### config.mk
export PLATFORM = sky130hd
export DESIGN_NAME = flash_prog_erase_control
export DESIGN_NICKNAME = d
export VERILOG_FILES = /design/src/logic/flash_prog_pkg.sv /design/src/logic/flash_prog_erase_control.sv
export VERILOG_INCLUDE_DIRS = /design/src /design/src/logic
export SDC_FILE = /design/constraint.sdc
export NUM_CORES = 1
export LEC_CHECK = 0
export BUFFER_PORTS_ARGS = -buffer_cell sky130_fd_sc_hd__buf_2
export CAP_MARGIN = 10
export CORE_ASPECT_RATIO = 0.9
export CORE_MARGIN = 2
export CORE_UTILIZATION = 51
export DETAILED_ROUTE_END_ITERATION = 10
export PLACE_DENSITY = 0.85
export SYNTH_ARGS = -nofsm -noshare
export SYNTH_HDL_FRONTEND = slang
export SYNTH_SLANG_ARGS = --single-unit
### constraint.sdc
create_clock -name clk_i -period 5.2 [get_ports clk_i]
set_input_delay 0 -clock clk_i [delete_from_list [all_inputs] [get_ports clk_i]]
set_output_delay 0 -clock clk_i [all_outputs]
set_load 0.1 [all_outputs]
### src/logic/flash_prog_defs.svh
/*
 Offsets, field positions, reset values, key words and operation codes
 for the flash program/erase control block.
 Assumes byte addresses on the peripheral bus, one 32-bit word per
 register, aliases in address bits 3:2 of the control and address groups.
*/
`ifndef FLASH_PROG_DEFS_SVH
`define FLASH_PROG_DEFS_SVH

// Register group bases (byte addresses)
`define CTRL_OFS          8'h00
`define KEY_OFS           8'h10
`define ADDR_OFS          8'h20
`define DATA_OFS          8'h30

// Alias selectors taken from address bits 3:2
`define ALIAS_PLAIN       2'h0
`define ALIAS_CLR         2'h1
`define ALIAS_SET         2'h2
`define ALIAS_INV         2'h3

// Control register fields
`define START_BIT         15
`define PEN_BIT           14
`define FAIL_BIT          13
`define LVF_BIT           12
`define LVL_BIT           11
`define OP_MSB            3

// Reset values and valid-bit masks
`define CTRL_RESET        32'h0000_0000
`define ADDR_RESET        32'h0000_0000
`define DATA_RESET        32'h0000_0000
`define ADDR_VALID        32'hFFFF_FFFC

// Unlock key words, in order
`define KEY_FIRST         32'hAA99_6655
`define KEY_SECOND        32'h5566_99AA

// Operation codes
`define OP_NONE           4'h0
`define OP_WORD           4'h1
`define OP_ROW            4'h3
`define OP_PAGE           4'h4
`define OP_ARRAY          4'h5

`endif

### src/logic/flash_prog_pkg.sv
/*
 Types shared by the flash program/erase control block.
 Assumes the constants header is included by users where needed.
*/
package flash_prog_pkg;

	typedef enum logic [1:0] {
		UNLOCK_IDLE,
		UNLOCK_HALF,
		UNLOCK_OPEN
	} unlock_e;

	typedef enum logic {
		SEQ_IDLE,
		SEQ_BUSY
	} seq_e;

	typedef struct packed {
		logic [3:0]  op;
		logic [31:0] addr;
	} cmd_s;

endpackage

### src/logic/flash_prog_erase_control.sv
/*
 Program/erase control front end: control, unlock key, target address
 and data registers on a simple peripheral register port, unlock
 tracker, operation launch toward the flash array macro, error flags
 and low-voltage detector handling.
 Assumes a single-cycle register port on clk_i, a flash macro that
 answers each start with one done pulse, and an asynchronous
 low-voltage detector output.
*/
`timescale 1ns/1ps
`default_nettype none
`include "flash_prog_defs.svh"

// Functional notes
// - Start bit accepted only with program enable set, right after unlock.
// - Start launches the selected operation; hardware clears it on finish.
// - Program enable gates start writes and switches the detector on.
// - Device reset clears program enable only; other control bits survive.
// - Failure flag set when an operation fails, zero after normal finish.
// - Low-voltage error flag set on low supply during an operation.
// - Low-voltage status bit follows the enabled detector live.
// - Starting operation code zero clears the three status flags.
// - Operation select is writable only while program enable is zero.
// - Code 0001 programs one word, 0011 programs one row.
// - Code 0100 erases a page, 0101 erases the whole main array.
// - Protected targets are skipped; array erase needs no page protected.
// - Unlock key register is write-only and reads as zero.
// - Target address names word, row or page; ignored for array erase.
// - Clear alias at +0x4 clears bits written as one.
// - Set alias at +0x8 sets bits written as one.
// - Invert alias at +0xC toggles bits written as one.
// - Two key words in order; only the next transaction may set the start bit.
// - Flash data register is cleared by power-on reset only.
module flash_prog_erase_control
	import flash_prog_pkg::*;
#(
	parameter int ADDR_W = 8
) (
	// Clock and resets
	input  wire logic              clk_i,
	input  wire logic              reset_i,
	input  wire logic              dev_reset_i,
	// Register port
	input  wire logic              bus_valid_i,
	input  wire logic              bus_write_i,
	input  wire logic [ADDR_W-1:0] bus_addr_i,
	input  wire logic [31:0]       bus_wdata_i,
	output logic      [31:0]       bus_rdata_o,
	// Flash array macro
	output cmd_s                   flash_cmd_o,
	output logic                   flash_start_o,
	output logic      [31:0]       flash_data_o,
	input  wire logic              flash_done_i,
	input  wire logic              flash_fail_i,
	input  wire logic              target_protected_i,
	input  wire logic              array_protected_i,
	// Low-voltage detector
	input  wire logic              lvd_raw_i,
	output logic                   lvd_enable_o
);

	function automatic logic [31:0] apply_alias(
		input logic [31:0] cur,
		input logic [31:0] wd,
		input logic [1:0]  kind
	);
		logic [31:0] res;
		res = wd;
		unique case (kind)
			`ALIAS_PLAIN: res = wd;
			`ALIAS_CLR:   res = cur & ~wd;
			`ALIAS_SET:   res = cur | wd;
			`ALIAS_INV:   res = cur ^ wd;
		endcase
		return res;
	endfunction

	// Power-on values of the control fields
	localparam logic [31:0] CTRL_INIT = `CTRL_RESET;

	// Register state
	logic        start_reg;
	logic        pen_reg;
	logic        fail_reg;
	logic        lvf_reg;
	logic        lvl_reg;
	logic [3:0]  op_reg;
	logic [31:0] addr_reg;
	logic [31:0] data_reg;
	logic [31:0] rdata_reg;
	logic [31:0] rdata_next;
	logic        lvd_meta_reg;
	logic        lvd_sync_reg;
	logic        flash_start_reg;
	cmd_s        cmd_reg;
	unlock_e     unlock_reg;
	unlock_e     unlock_next;
	seq_e        seq_reg;

	// Address decode
	wire [ADDR_W-1:0] group_base = {bus_addr_i[ADDR_W-1:4], 4'h0};
	wire [1:0]        alias_sel  = bus_addr_i[3:2];
	wire              is_plain   = (alias_sel == `ALIAS_PLAIN);
	wire              wr_req     = bus_valid_i & bus_write_i;
	wire              rd_req     = bus_valid_i & ~bus_write_i;

	wire ctrl_sel = (group_base == ADDR_W'(`CTRL_OFS));
	wire addr_sel = (group_base == ADDR_W'(`ADDR_OFS));
	wire key_sel  = (bus_addr_i == ADDR_W'(`KEY_OFS));
	wire data_sel = (bus_addr_i == ADDR_W'(`DATA_OFS));

	wire ctrl_wr = wr_req & ctrl_sel;
	wire addr_wr = wr_req & addr_sel;
	wire key_wr  = wr_req & key_sel;
	wire data_wr = wr_req & data_sel;

	// Control word as software sees it
	wire [31:0] ctrl_cur = {16'h0000, start_reg, pen_reg, fail_reg,
		lvf_reg, lvl_reg, 7'h00, op_reg};
	wire [31:0] ctrl_new = apply_alias(ctrl_cur, bus_wdata_i, alias_sel);
	wire [31:0] addr_new = apply_alias(addr_reg, bus_wdata_i, alias_sel)
		& `ADDR_VALID;

	// Unlock tracker; the open state lasts one transaction only
	wire unlocked = (unlock_reg == UNLOCK_OPEN);

	always_comb begin
		unlock_next = unlock_reg;
		if (bus_valid_i) begin
			// A first key word restarts the pair from any state
			if (key_wr && bus_wdata_i == `KEY_FIRST) begin
				unlock_next = UNLOCK_HALF;
			end else if (key_wr && unlock_reg == UNLOCK_HALF
				&& bus_wdata_i == `KEY_SECOND) begin
				unlock_next = UNLOCK_OPEN;
			end else begin
				unlock_next = UNLOCK_IDLE;
			end
		end
	end

	// Launch and operation decode
	wire seq_idle = (seq_reg == SEQ_IDLE);
	wire launch   = ctrl_wr & ctrl_new[`START_BIT] & ~start_reg
		& pen_reg & unlocked & seq_idle;
	wire op_real  = (op_reg == `OP_WORD) | (op_reg == `OP_ROW)
		| (op_reg == `OP_PAGE) | (op_reg == `OP_ARRAY);
	wire op_skip  = (op_reg == `OP_ARRAY) ? array_protected_i
		: target_protected_i;
	wire go_flash    = launch & op_real & ~op_skip;
	wire clear_flags = launch & (op_reg == `OP_NONE);
	// A stray done while idle must not touch the flags
	wire op_done     = ~seq_idle & flash_done_i;
	// Detector output is meaningless while it is switched off
	wire lvd_hit     = pen_reg & lvd_sync_reg;

	// Read data
	always_comb begin
		rdata_next = 32'h0000_0000;
		// Key, alias and unmapped reads fall through to zero
		if (rd_req && is_plain) begin
			if (ctrl_sel) begin
				rdata_next = ctrl_cur;
			end else if (addr_sel) begin
				rdata_next = addr_reg;
			end else if (data_sel) begin
				rdata_next = data_reg;
			end
		end
	end

	// Detector synchroniser
	// Only the second stage feeds logic; the first may be metastable
	always_ff @(posedge clk_i or posedge reset_i) begin
		if (reset_i) begin
			lvd_meta_reg <= 1'b0;
			lvd_sync_reg <= 1'b0;
		end else begin
			lvd_meta_reg <= lvd_raw_i;
			lvd_sync_reg <= lvd_meta_reg;
		end
	end

	// Unlock state and read data
	always_ff @(posedge clk_i or posedge reset_i) begin
		if (reset_i) begin
			unlock_reg <= UNLOCK_IDLE;
			rdata_reg  <= 32'h0000_0000;
		end else begin
			unlock_reg <= unlock_next;
			rdata_reg  <= rdata_next;
		end
	end

	// Program enable: the only bit a device reset touches
	always_ff @(posedge clk_i or posedge reset_i) begin
		if (reset_i) begin
			pen_reg <= CTRL_INIT[`PEN_BIT];
		end else if (dev_reset_i) begin
			pen_reg <= 1'b0;
		end else if (ctrl_wr) begin
			pen_reg <= ctrl_new[`PEN_BIT];
		end
	end

	// Operation select, frozen while enabled so a launch sees a stable code
	always_ff @(posedge clk_i or posedge reset_i) begin
		if (reset_i) begin
			op_reg <= CTRL_INIT[`OP_MSB:0];
		end else if (ctrl_wr && !pen_reg) begin
			op_reg <= ctrl_new[`OP_MSB:0];
		end
	end

	// Start bit and sequencer
	always_ff @(posedge clk_i or posedge reset_i) begin
		if (reset_i) begin
			start_reg <= CTRL_INIT[`START_BIT];
			seq_reg   <= SEQ_IDLE;
		end else if (go_flash) begin
			start_reg <= 1'b1;
			seq_reg   <= SEQ_BUSY;
		end else if (op_done) begin
			start_reg <= 1'b0;
			seq_reg   <= SEQ_IDLE;
		end
	end

	// Failure flag
	always_ff @(posedge clk_i or posedge reset_i) begin
		if (reset_i) begin
			fail_reg <= CTRL_INIT[`FAIL_BIT];
		end else if (op_done) begin
			fail_reg <= flash_fail_i;
		end else if (clear_flags) begin
			fail_reg <= 1'b0;
		end
	end

	// Low-voltage error, sticky; a hit wins over a clear
	always_ff @(posedge clk_i or posedge reset_i) begin
		if (reset_i) begin
			lvf_reg <= CTRL_INIT[`LVF_BIT];
		end else if (lvd_hit && !seq_idle) begin
			lvf_reg <= 1'b1;
		end else if (clear_flags) begin
			lvf_reg <= 1'b0;
		end
	end

	// Low-voltage status follows the detector
	always_ff @(posedge clk_i or posedge reset_i) begin
		if (reset_i) begin
			lvl_reg <= CTRL_INIT[`LVL_BIT];
		end else begin
			lvl_reg <= lvd_hit & ~clear_flags;
		end
	end

	// Target address with aliases
	always_ff @(posedge clk_i or posedge reset_i) begin
		if (reset_i) begin
			addr_reg <= `ADDR_RESET;
		end else if (addr_wr) begin
			addr_reg <= addr_new;
		end
	end

	// Data register; the device reset is deliberately not wired here
	always_ff @(posedge clk_i or posedge reset_i) begin
		if (reset_i) begin
			data_reg <= `DATA_RESET;
		end else if (data_wr) begin
			data_reg <= bus_wdata_i;
		end
	end

	// Command toward the array, held for the whole operation
	always_ff @(posedge clk_i or posedge reset_i) begin
		if (reset_i) begin
			cmd_reg         <= '0;
			flash_start_reg <= 1'b0;
		end else begin
			// One-cycle pulse; the command word holds until the next launch
			flash_start_reg <= go_flash;
			if (go_flash) begin
				cmd_reg.op   <= op_reg;
				cmd_reg.addr <= addr_reg;
			end
		end
	end

	assign bus_rdata_o   = rdata_reg;
	assign flash_cmd_o   = cmd_reg;
	assign flash_start_o = flash_start_reg;
	assign flash_data_o  = data_reg;
	assign lvd_enable_o  = pen_reg;

endmodule

`default_nettype wire

==> results.txt, run 1 <==
----------------------------------------------------
[Power and ir drop]
  Reported leakage power ... 4.91 nW
  Design Power ... 3.10 mW
  Peak supply drop ... 0.000241 V
  Cell area power density ... roughly 320 mW/mm²

[Route]
  Number of DRC violations after detailed-routing iteration 0 ... between 300 and 400
  Antenna viol nets, final ... 0
  Detailed-route vias per instance ... between 5 and 6
  Total wire length ... between 20 and 25 mm
  Average wire per cell in the routed design ... between 15 and 20 µm
  DRC viols ... 0
  Via Count ... 5909
  Pre-Repair DR Iteration Count ... 5

[Setup path]
  Highest fanout seen on the critical path ... 3
  Data required time of the critical path ... 5560 ps
  Setup crit end kind ... flop
  Data arrival time of the critical path ... 2780 ps
  CP Launch Type ... flop
  Worst setup path class ... reg -> reg

[Cells and area]
  Largest register FFs ... 34
  Proportion of layout cells with a drive suffix above 1 ... 0.304
  Number of nets in the final layout ... 990
  Post-Layout Inst Area ... 0.00964 mm²
  Leading cell type in the layout, fill and taps excluded ... buf_2
  Non-filler instance count after layout ... 1079
  Antenna diode instance count ... 0
  Commonest cells after routing, fill and taps aside ... buf_2 (149), dfrtp_1 (142), inv_1 (103)
  Layout overhead on the synthesized area ... 24.3%

[STA]
  Pins over their slew limit ... 0
  Final setup fails ... 0
  Final worst clock skew ... 6.78 ps
  Crit share post-route ... 0.467
  Actual slew at the worst max-slew pin ... about 1000 ps
  Number of failing hold endpoints at the final stage ... 0
  Sum of negative setup slack ... 0 ps
  Clock period minus final worst setup slack ... 2430 ps
  Peak clock frequency supported by timing ... a little over 400 MHz
  Worst slew margin relative to its limit ... 0.303
  RSZ-0062 raised after global routing ... false

[Yosys]
  Synth Cell Area ... around 0.0078 mm²
  Primary flip-flop cell chosen by synthesis mapping ... dfrtp_1
  Sequential element share of the synthesized area ... 0.458
  Number of enable-type register cells in the synthesized netlist ... 0
  Post-synthesis async set-or-reset flop share ... 1.00
  Mean instance size in the synthesized netlist ... 11.1 µm²
  Count of unique library cells instantiated by Yosys ... 43
  Post-Syn Instances ... 696
  Count of state elements after synthesis ... 142
  Synth warn ... 0

[Global routing]
  Global Route met2 Usage ... 0.415
  Met3 GRT Util ... 0.0606
  Remaining global-route overflow ... 0
  Maximum number of pins on one net before global-route repair ... 100
  Vias in the first global route ... 6019
  Total routing usage reported by global routing ... 0.260
  Wire length of the first global-routing pass ... 32.0 mm
  Met1 global-route usage ... 0.357
  Most crowded layer after global routing ... met2
  Antenna violations before repair ... 0

[Floorplanning]
  Die outline height ... about 120 µm
  Die ar. ... 0.0162 mm²
  Floorplan Core Area ... 0.0148 mm²
  Row Count ... 42
  Top Ports ... 152
  Starting Density ... 0.525
  Die X ... 134 µm

[Clock network]
  CTS tree ... done
  TritonCTS Buffers ... 17
  Clk sink count ... 142
  Max clock buf depth ... 2
  Setup Buffers After CTS ... 0
  Post_cts resized ... 0
  H-Tree Depth ... 4
  Hold-fix buffers at CTS ... 34
  Clock insertion delay at the later pin of the skew report ... between 400 and 500 ps
  Clk slew on worst S/H paths ... 60 ps
  Cell chosen for the clock root ... clkbuf_16

[Placement]
  Cell area reported after detailed placement ... 0.00865 mm²
  Detailed Place HPWL ... 13.5 mm
  Gp weighted congestion ... ~0.83
  Cell count after placement ... 1013
  IO buf count ... 149

[Hold path]
  Min-Delay Path Class ... in -> reg

[Run status]
  Outcome ... complete, no violations

[Run]
  Max-cap violations ... 0

----------------------------------------------------
Yosys cell counts, types with 2 or more instances:
| cell | n | share of area |
|---|---|---|
| nor4_1 | 12 | 0.0097 |
| and3_1 | 3 | 0.0024 |
| mux2_4 | 27 | 0.052 |
| nand3_1 | 2 | 0.0013 |
| and2_1 | 2 | 0.0016 |
| buf_2 | 5 | 0.0032 |
| ha_1 | 72 | 0.12 |
| buf_6 | 3 | 0.0044 |
| a32o_1 | 2 | 0.0026 |
| nor3b_1 | 2 | 0.0019 |
| inv_1 | 104 | 0.050 |
| a22oi_1 | 32 | 0.031 |
| buf_4 | 2 | 0.0019 |
| mux4_2 | 34 | 0.099 |
| nor4b_1 | 3 | 0.0034 |
| mux2_2 | 9 | 0.013 |
| o21ai_0 | 70 | 0.045 |
| nand4_1 | 6 | 0.0048 |
| or4b_2 | 2 | 0.0026 |
| nand2_1 | 72 | 0.035 |
| o211a_1 | 2 | 0.0026 |
| nand4b_1 | 2 | 0.0023 |
| a211oi_1 | 3 | 0.0029 |
| clkbuf_1 | 29 | 0.014 |
| or4bb_1 | 2 | 0.0029 |
| dfrtp_1 | 142 | 0.46 |
| nor2_1 | 35 | 0.017 |
| nor2b_1 | 2 | 0.0016 |
worst max-delay path: stages (launching register included):
cell,delay [ps]
dfrtp_1,390
or4b_2,610
nor4_1,390
nand3_1,150
o31ai_1,250
dlygate4sd3_1,580
stage by stage:
step / utilization / hold slack (ps) / worst slack (ps)
detailed placement: 0.586 / 115 / 2760
global route: 0.653 / 30.0 / 2620
floorplan: - / 31.4 / 1390
CTS: 0.653 / 9.35 / 2800
finish: 0.653 / 9.95 / 2770
global placement: 0.586 / 114 / 2910
layer usage:
metal,up-vias,wire [µm]
li1,2729,-
met1,2932,8950
met2,216,9470
met3,32,1340
met4,0,385
met5,-,0
report_power, final:
group | total [mW] | internal [mW] | switching [mW]
Sequential | 1.27 | 1.18 | 0.0927
Clock | 1.33 | 0.867 | 0.464
Combinational | 0.499 | 0.208 | 0.291
Total | 3.10 | 2.26 | 0.847
worst paths after layout:
kind | from | to | slack [ps] | cells after the start
max in group asynchronous | reset_i | flash_cmd_o[7]$_DFFE_PP0P_ | 3780 | 4
max | unlock_reg[1]$_DFFE_PP0P_ | unlock_reg[1]$_DFFE_PP0P_ | 2770 | 5
min reg2reg | lvd_meta_reg$_DFF_PP0_ | lvd_sync_reg$_DFF_PP0_ | 350 | 0
min in group asynchronous | reset_i | bus_rdata_o[25]$_DFF_PP0_ | 310 | 3
min | bus_wdata_i[10] | flash_data_o[10]$_DFFE_PP0P_ | 10 | 3
max reg2reg | unlock_reg[1]$_DFFE_PP0P_ | unlock_reg[1]$_DFFE_PP0P_ | 2770 | 5
final cells by class:
type | instances | area [µm²]
clock buffers | 23 | 498
clock inverters | 9 | 155
fillers | 1127 | 5120
inverters | 104 | 395
multi-input cells | 411 | 3640
flip-flops and latches | 142 | 3550
well taps | 198 | 248
repair buffers | 192 | 1150
logic make-up (layout without fill, tap and decap cells):
| logic type | Yosys count | count (layout) | share of synthesized area |
|---|---|---|---|
| muxes | 70 | 70 | 0.164 |
| DFF | 142 | 142 | 0.458 |
| buffers and inverters | 144 | 328 | 0.0743 |
| adders and majority gates | 72 | 72 | 0.116 |
| other | 1 | 2 | 0.000483 |
| and+or+nand+nor | 151 | 151 | 0.0937 |
| AOI/OAI and AO/OA | 116 | 116 | 0.0934 |
Power figures use the tool's default switching activity.
==> run 2: changes to the inputs <==
clock period = 2.5 ns   (was 5.2 ns; I/O delays follow)
==> run 2 against run 1 <==
Net effect: routed wire length grew 1.3%; clock-buffer cell count shrank 5; non-clock buffer count is 5 higher; final area up 1.1%; largest power group unchanged.
==> results.txt, run 2 (same netlist as run 1, synthesis figures left out) <==
----------------------------------------------------
[Run status]
  Outcome ... complete, no violations (unchanged)

[Power and ir drop]
  Reported leakage power ... 4.95 nW (was 4.91 nW)
  Peak supply drop ... 0.000679 V (was 0.000241 V)
  Cell area power density ... 678 mW/mm² (was 322 mW/mm²)
  Design Power ... 6.61 mW (was 3.10 mW)

[Clock network]
  CTS tree ... done (unchanged)
  Max clock buf depth ... 2 (unchanged)
  Clk sink count ... 142 (unchanged)
  H-Tree Depth ... 4 (unchanged)
  Cell chosen for the clock root ... clkbuf_16 (unchanged)
  Clk slew on worst S/H paths ... 60 ps (about the same)
  Setup Buffers After CTS ... 0 (unchanged)
  TritonCTS Buffers ... 17 (unchanged)
  Clock insertion delay at the later pin of the skew report ... 420 ps (about the same)

[Floorplanning]
  Floorplan Core Area ... 0.0148 mm² (unchanged)
  Die outline height ... 121 µm (unchanged)
  Die ar. ... 0.0162 mm² (unchanged)
  Starting Density ... 0.525 (unchanged)
  Top Ports ... 152 (unchanged)
  Die X ... 134 µm (unchanged)
  Row Count ... 42 (unchanged)

[Setup path]
  Highest fanout seen on the critical path ... 3 (unchanged)
  Setup crit end kind ... flop (unchanged)
  Worst setup path class ... reg -> reg (unchanged)
  Data arrival time of the critical path ... 2720 ps (was 2780 ps)
  CP Launch Type ... flop (unchanged)
  Data required time of the critical path ... 2850 ps (was 5560 ps)

[Global routing]
  Remaining global-route overflow ... 0 (unchanged)
  Maximum number of pins on one net before global-route repair ... 143 (was 100)
  Antenna violations before repair ... 1 (was 0)
  Vias in the first global route ... 6103 (was 6019)
  Total routing usage reported by global routing ... 0.265 (was 0.260)
  Wire length of the first global-routing pass ... 32.8 mm (was 32.0 mm)

[Cells and area]
  Antenna diode instance count ... 0 (unchanged)
  Largest register FFs ... 34 (unchanged)
  Proportion of layout cells with a drive suffix above 1 ... 0.313 (was 0.304)
  Number of nets in the final layout ... 995 (was 990)
  Layout overhead on the synthesized area ... 25.6% (was 24.3%)
  Commonest cells after routing, fill and taps aside ... buf_2 (149), dfrtp_1 (141), inv_1 (103) (was buf_2 (149), dfrtp_1 (142), inv_1 (103))
  Leading cell type in the layout, fill and taps excluded ... buf_2 (unchanged)
  Fillers ... 1073 (was 1127)

[Route]
  Antenna viol nets, final ... 0 (unchanged)
  Detailed-route vias per instance ... 5.49 (was 5.48)
  Number of DRC violations after detailed-routing iteration 0 ... 451 (was 382)
  Total wire length ... 20.4 mm (was 20.1 mm)
  DRC viols ... 0 (unchanged)
  Via Count ... 5948 (was 5909)
  Average wire per cell in the routed design ... 18.8 µm (was 18.7 µm)
  Pre-Repair DR Iteration Count ... 5 (unchanged)

[Run]
  Max-cap violations ... 0 (unchanged)

[STA]
  RSZ-0062 raised after global routing ... false (unchanged)
  Peak clock frequency supported by timing ... 423 MHz (was 412 MHz)
  Actual slew at the worst max-slew pin ... 750 ps (was 1050 ps)
  Final setup fails ... 0 (unchanged)
  Sum of negative setup slack ... 0 ps (unchanged)
  Worst slew margin relative to its limit ... 0.500 (was 0.303)
  Number of failing hold endpoints at the final stage ... 0 (unchanged)
  Clock period minus final worst setup slack ... 2370 ps (was 2430 ps)
  Pins over their slew limit ... 0 (unchanged)
  Final worst clock skew ... 7.10 ps (was 6.78 ps)
  Crit share post-route ... 0.947 (was 0.467)

[Placement]
  Gp weighted congestion ... 0.845 (was 0.825)
  Detailed Place HPWL ... 13.9 mm (was 13.5 mm)
  IO buf count ... 149 (unchanged)

[Hold path]
  Min-Delay Path Class ... in -> reg (unchanged)

----------------------------------------------------
==> run 2: path summary, 6_finish.rpt <==
path | from | slack [ps] | cells after the start | end
worst max-delay path | unlock_reg[1]$_DFFE_PP0P_ | 130 | 5 | unlock_reg[1]$_DFFE_PP0P_
worst min-delay path | bus_wdata_i[27] | 10 | 3 | flash_data_o[27]$_DFFE_PP0P_
worst max register to register | unlock_reg[1]$_DFFE_PP0P_ | 130 | 5 | unlock_reg[1]$_DFFE_PP0P_
worst min register to register | lvd_meta_reg$_DFF_PP0_ | 370 | 0 | lvd_sync_reg$_DFF_PP0_
max in group asynchronous | reset_i | 1580 | 4 | lvd_enable_o$_DFFE_PP0P_
min in group asynchronous | reset_i | 360 | 4 | flash_cmd_o[35]$_DFFE_PP0P_
==> run 2: layout make-up <==
| class | instances | area (µm²) | area share |
|---|---|---|---|
| multi-input combinational | 411 | 3640 | 0.373 |
| sequential | 142 | 3550 | 0.365 |
| timing repair buffer | 197 | 1240 | 0.127 |
| clock buffer | 18 | 439 | 0.0451 |
| inverter | 104 | 394 | 0.0404 |
| tap | 198 | 248 | 0.0254 |
| clock inverter | 14 | 236 | 0.0243 |
==> run 2: stage by stage <==
stage / cell area [µm²] / instances / hold WS [ps] / utilization / worst slack [ps]
after floorplan: 7770 / 697 / 31.4 / - / 244
after global placement: 8750 / 1020 / 115 / 0.593 / 289
after detailed placement: 8750 / 1020 / 122 / 0.593 / 201
after CTS: 9750 / 1084 / 0.338 / 0.660 / 183
after global routing: 9750 / 1084 / 15.7 / 0.660 / 32.8
final: 9750 / 1084 / 11.7 / 0.660 / 134
==> run 2: timing repair <==
action                                 CTS  global route
endpoints found under the hold margin  170             0
hold buffers                            32             0
resized for setup                        0             0
==> run 2: routing by layer <==
metal  share of wire  vias to the layer above  track usage  wire length (µm)
met5         0.00083                        -            0                17
met4           0.015                        2       0.0803               306
met3           0.064                       30       0.0614              1310
met2            0.48                      209        0.433              9890
met1            0.44                     2975        0.356              8890
li1                -                     2732            -                 -
==> run 2: worst max-delay path, cell delays in order, from the launching register on <==
cell and delay, ps:
dfrtp_1 380, or4b_2 610, nor4_1 330, nand3_1 130, o31ai_1 260, dlygate4sd3_1 590
==> run 2: where the power goes <==
part           switching (mW)  internal, mW  total, mW
registers               0.199          2.46       2.66
clock network            1.01          1.90       2.91
logic                   0.608         0.439       1.05
==> run 3: changes to the inputs <==
ABC_AREA = 1   (was not set)
CAP_MARGIN = 20   (was 10)
PLACE_DENSITY = 0.84   (was 0.85)
==> run 3 against run 2 <==
Net effect: hold slack gained 15 ps; first-iteration DRC count grew 81%; synthesized cell count increased by 39%; critical path depth is 2 higher; die area rose by 3.2%; synthesized area rose by 3.4%; utilization fell by 1.5 points; cell count rose by 26%; critical path type unchanged.
==> results.txt, run 3 <==
----------------------------------------------------
[Hold path]
  Hold Path Origin ... bus_wdata_i[14] (was bus_wdata_i[27])
  Min-Delay Path Class ... in -> reg (unchanged)

[Yosys]
  Largest cells by area after synthesis ... dfrtp_1 (44%), ha_1 (11%), nand2_1 (10%) (was dfrtp_1 (46%), ha_1 (12%), mux4_2 (9.9%))
  Area share of the largest cell type after synthesis ... 0.443 (was 0.458)
  Area leader, netlist ... dfrtp_1 (unchanged)
  Count of unique library cells instantiated by Yosys ... 30 (was 43)
  Number of enable-type register cells in the synthesized netlist ... 0 (unchanged)
  Synth Cell Area ... 0.00802 mm² (was 0.00776 mm²)
  Count of state elements after synthesis ... 142 (unchanged)
  Cell with the most instances after synthesis ... nand2_1 (was dfrtp_1)
  Synth cell count leaders ... nand2_1 (220), dfrtp_1 (142), inv_1 (121), o21ai_0 (87), ha_1 (72) (was dfrtp_1 (142), inv_1 (104), ha_1 (72), nand2_1 (72), o21ai_0 (70))
  Post-Syn Instances ... 969 (was 696)
  Primary flip-flop cell chosen by synthesis mapping ... dfrtp_1 (unchanged)
  Sequential element share of the synthesized area ... 0.443 (was 0.458)
  Post-synthesis async set-or-reset flop share ... 1.00 (unchanged)
  Synth warn ... 0 (unchanged)
  Mean instance size in the synthesized netlist ... 8.28 µm² (was 11.1 µm²)

[Cells and area]
  Non-filler instance count after layout ... 1362 (was 1084)
  Proportion of layout cells with a drive suffix above 1 ... 0.179 (was 0.313)
  Layout overhead on the synthesized area ... 23.9% (was 25.6%)
  Largest register FFs ... 34 (unchanged)
  Commonest cells after routing, fill and taps aside ... nand2_1 (220), buf_2 (149), dfrtp_1 (142) (was buf_2 (149), dfrtp_1 (141), inv_1 (103))
  Post-Layout Inst Area ... 0.00993 mm² (was 0.00975 mm²)
  Number of nets in the final layout ... 1268 (was 995)
  Leading cell type in the layout, fill and taps excluded ... nand2_1 (was buf_2)

[Setup path]
  Kind of cell adding the most delay to the critical path ... simple AND/OR/NAND/NOR gates (unchanged)
  Count of buffer and inverter cells on the critical path ... 1 (unchanged)
  Start of the worst register-to-register path ... seq_reg$_DFFE_PP0P_ (was unlock_reg[1]$_DFFE_PP0P_)
  Largest stage delay on the critical path ... 430 ps (was 610 ps)
  Critical Path Start ... seq_reg$_DFFE_PP0P_ (was unlock_reg[1]$_DFFE_PP0P_)
  CP Launch Type ... flop (unchanged)
  Cell-by-cell trace of the critical path ... inv_1, ha_1, nand3_1, nand4_1, nand2_2, o21bai_1, nand2_1 (was or4b_2, nor4_1, nand3_1, o31ai_1, dlygate4sd3_1)
  Worst setup path class ... reg -> reg (unchanged)
  Setup crit end kind ... flop (unchanged)
  Data arrival time of the critical path ... 2300 ps (was 2720 ps)
  Highest fanout seen on the critical path ... 35 (was 3)
  Cell with the largest stage delay on the worst path ... dfrtp_1 (was or4b_2)
  Data required time of the critical path ... 2800 ps (was 2850 ps)

[Route]
  Number of DRC violations after detailed-routing iteration 0 ... 818 (was 451)
  Detailed-route vias per instance ... 5.55 (was 5.49)
  Antenna viol nets, final ... 0 (unchanged)
  Average wire per cell in the routed design ... 17.0 µm (was 18.8 µm)
  Total wire length ... 23.1 mm (was 20.4 mm)
  DRC viols ... 0 (unchanged)
  Via Count ... 7561 (was 5948)
  Pre-Repair DR Iteration Count ... 5 (unchanged)

[Power and ir drop]
  P_sw ... 1.90 mW (was 1.81 mW)
  Reported leakage power ... 4.97 nW (was 4.95 nW)
  Cell area power density ... 652 mW/mm² (was 678 mW/mm²)
  Cell Int Power ... 4.58 mW (was 4.79 mW)
  Proportion of power drawn by combinational gates ... 0.161 (was 0.158)
  Sequential cell fraction of total power ... 0.408 (was 0.402)
  Switching portion of total power ... 0.293 (was 0.274)
  Design Power ... 6.48 mW (was 6.61 mW)
  Proportion of power drawn by the clock network ... 0.432 (was 0.440)
  Peak supply drop ... 0.000529 V (was 0.000679 V)

[Floorplanning]
  Die outline height ... 123 µm (was 121 µm)
  Floorplan Core Area ... 0.0154 mm² (was 0.0148 mm²)
  Die X ... 136 µm (was 134 µm)
  Starting Density ... 0.521 (was 0.525)
  Die ar. ... 0.0167 mm² (was 0.0162 mm²)
  Top Ports ... 152 (unchanged)
  Row Count ... 43 (was 42)

[Clock network]
  Clock insertion delay at the later pin of the skew report ... 440 ps (was 420 ps)
  Cell chosen for the clock root ... clkbuf_16 (unchanged)
  H-Tree Depth ... 4 (unchanged)
  Max clock buf depth ... 2 (unchanged)
  TritonCTS Buffers ... 17 (unchanged)
  Post_cts resized ... 0 (unchanged)
  Clk sink count ... 142 (unchanged)
  CTS tree ... done (unchanged)
  Clk slew on worst S/H paths ... 60 ps (about the same)

[Placement]
  Cell count after placement ... 1288 (was 1020)
  Detailed Place HPWL ... 15.1 mm (was 13.9 mm)
  Setup WS pre-CTS ... 522 ps (was 201 ps)
  Gp weighted congestion ... 0.926 (was 0.845)
  IO buf count ... 149 (unchanged)
  Cell area reported after detailed placement ... 0.00888 mm² (was 0.00875 mm²)

[STA]
  Number of failing hold endpoints at the final stage ... 0 (unchanged)
  Final worst clock skew ... 16.0 ps (was 7.10 ps)
  Pins over their slew limit ... 0 (unchanged)
  Clock period minus final worst setup slack ... 2000 ps (was 2370 ps)
  Worst slew margin relative to its limit ... 0.490 (was 0.500)
  Actual slew at the worst max-slew pin ... 765 ps (was 750 ps)
  Sum of negative setup slack ... 0 ps (unchanged)
  Crit share post-route ... 0.799 (was 0.947)
  Final setup fails ... 0 (unchanged)
  RSZ-0062 raised after global routing ... false (unchanged)
  Peak clock frequency supported by timing ... 500 MHz (was 423 MHz)
  Post-route setup slack ... 502 ps (was 134 ps)

[Run]
  Max-cap violations ... 0 (unchanged)

[Global routing]
  Antenna violations before repair ... 1 (unchanged)
  Total routing usage reported by global routing ... 0.286 (was 0.265)
  Remaining global-route overflow ... 0 (unchanged)
  Maximum number of pins on one net before global-route repair ... 143 (unchanged)
  Wire length of the first global-routing pass ... 36.6 mm (was 32.8 mm)
  Vias in the first global route ... 7207 (was 6103)

[Run status]
  Outcome ... complete, no violations (unchanged)

----------------------------------------------------
==> run 3: changes by cell type in the layout (fill, tap and decap cells not counted), sizes merged, moves of 13 or more <==
cell,delta
a21oi,+37
a22oi,-32
inv,+18
mux2,-36
mux4,-34
nand2,+151
nand3,+46
nor2,+24
nor3,+14
nor4,-13
o211ai,+36
o21ai,+48
o21bai,+32
==> run 3: tightest hold or removal path, stage by stage <==
cell and delay, ps:
buf_2 110, inv_1 130, o21ai_1 170
==> run 3: per-layer routing <==
layer / vias to the layer above / routed length [µm] / track usage
li1: 3516 / - / -
met1: 3573 / 9510 / 0.376
met2: 399 / 10600 / 0.446
met3: 73 / 2130 / 0.0709
met4: 0 / 851 / 0.137
met5: - / 0 / 0
==> run 3: cell type report <==
cell class / instances / area (µm²)
diodes: 2 / 5.00
inverters: 125 / 473
flip-flops and latches: 142 / 3550
repair buffers: 204 / 1290
well taps: 202 / 253
clock inverters: 11 / 189
clock buffers: 20 / 447
multi-input cells: 656 / 3730
fillers: 1246 / 5450
==> run 3: per-stage QoR <==
stage                     hold WS, ps   util
after floorplan                  31.4      -
after global placement            114  0.577
after detailed placement          122  0.577
after CTS                        19.7  0.645
after global routing             27.3  0.645
final                            26.5  0.646
==> run 3: power by group through the flow <==
stage               sequential, mW  clock, mW  combinational (mW)
finish                        2.64       2.80                1.04
detailed placement            2.67          0               0.973
global placement              2.67          0               0.915
global route                  2.66       2.91                1.17
CTS                           2.63       2.79                1.03
floorplan                     2.73          0               0.605
==> run 3: cell families (layout without fill, tap and decap cells) <==
| logic type | after synthesis | after routing | synth area share |
|---|---|---|---|
| flip-flops | 142 | 142 | 0.443 |
| other | 1 | 4 | 0.000468 |
| AND/OR/NAND/NOR | 356 | 356 | 0.189 |
| AO/OA/AOI/OAI | 226 | 226 | 0.163 |
| adder cells (fa/ha/maj) | 72 | 72 | 0.112 |
| buffers and inverters | 172 | 360 | 0.0924 |
==> run 3: repair_timing <==
action                                  4_1_cts  5_1_grt
buffers inserted                              0        0
hold endpoints to repair                    183        0
endpoints found under the setup margin        0        0
hold buffers                                 41        0
==> run 3: worst paths after layout <==
| path | end | slack [ps] | depth (start not counted) |
|---|---|---|---|
| worst max-delay path | flash_cmd_o[25]$_DFFE_PP0P_ | 500 | 7 |
| worst min-delay path | flash_data_o[14]$_DFFE_PP0P_ | 30 | 3 |
| max in group asynchronous | flash_data_o[27]$_DFFE_PP0P_ | 1590 | 4 |
| worst max register to register | flash_cmd_o[25]$_DFFE_PP0P_ | 500 | 7 |
| worst min register to register | lvd_sync_reg$_DFF_PP0_ | 400 | 0 |
| min in group asynchronous | bus_rdata_o[10]$_DFF_PP0_ | 370 | 4 |
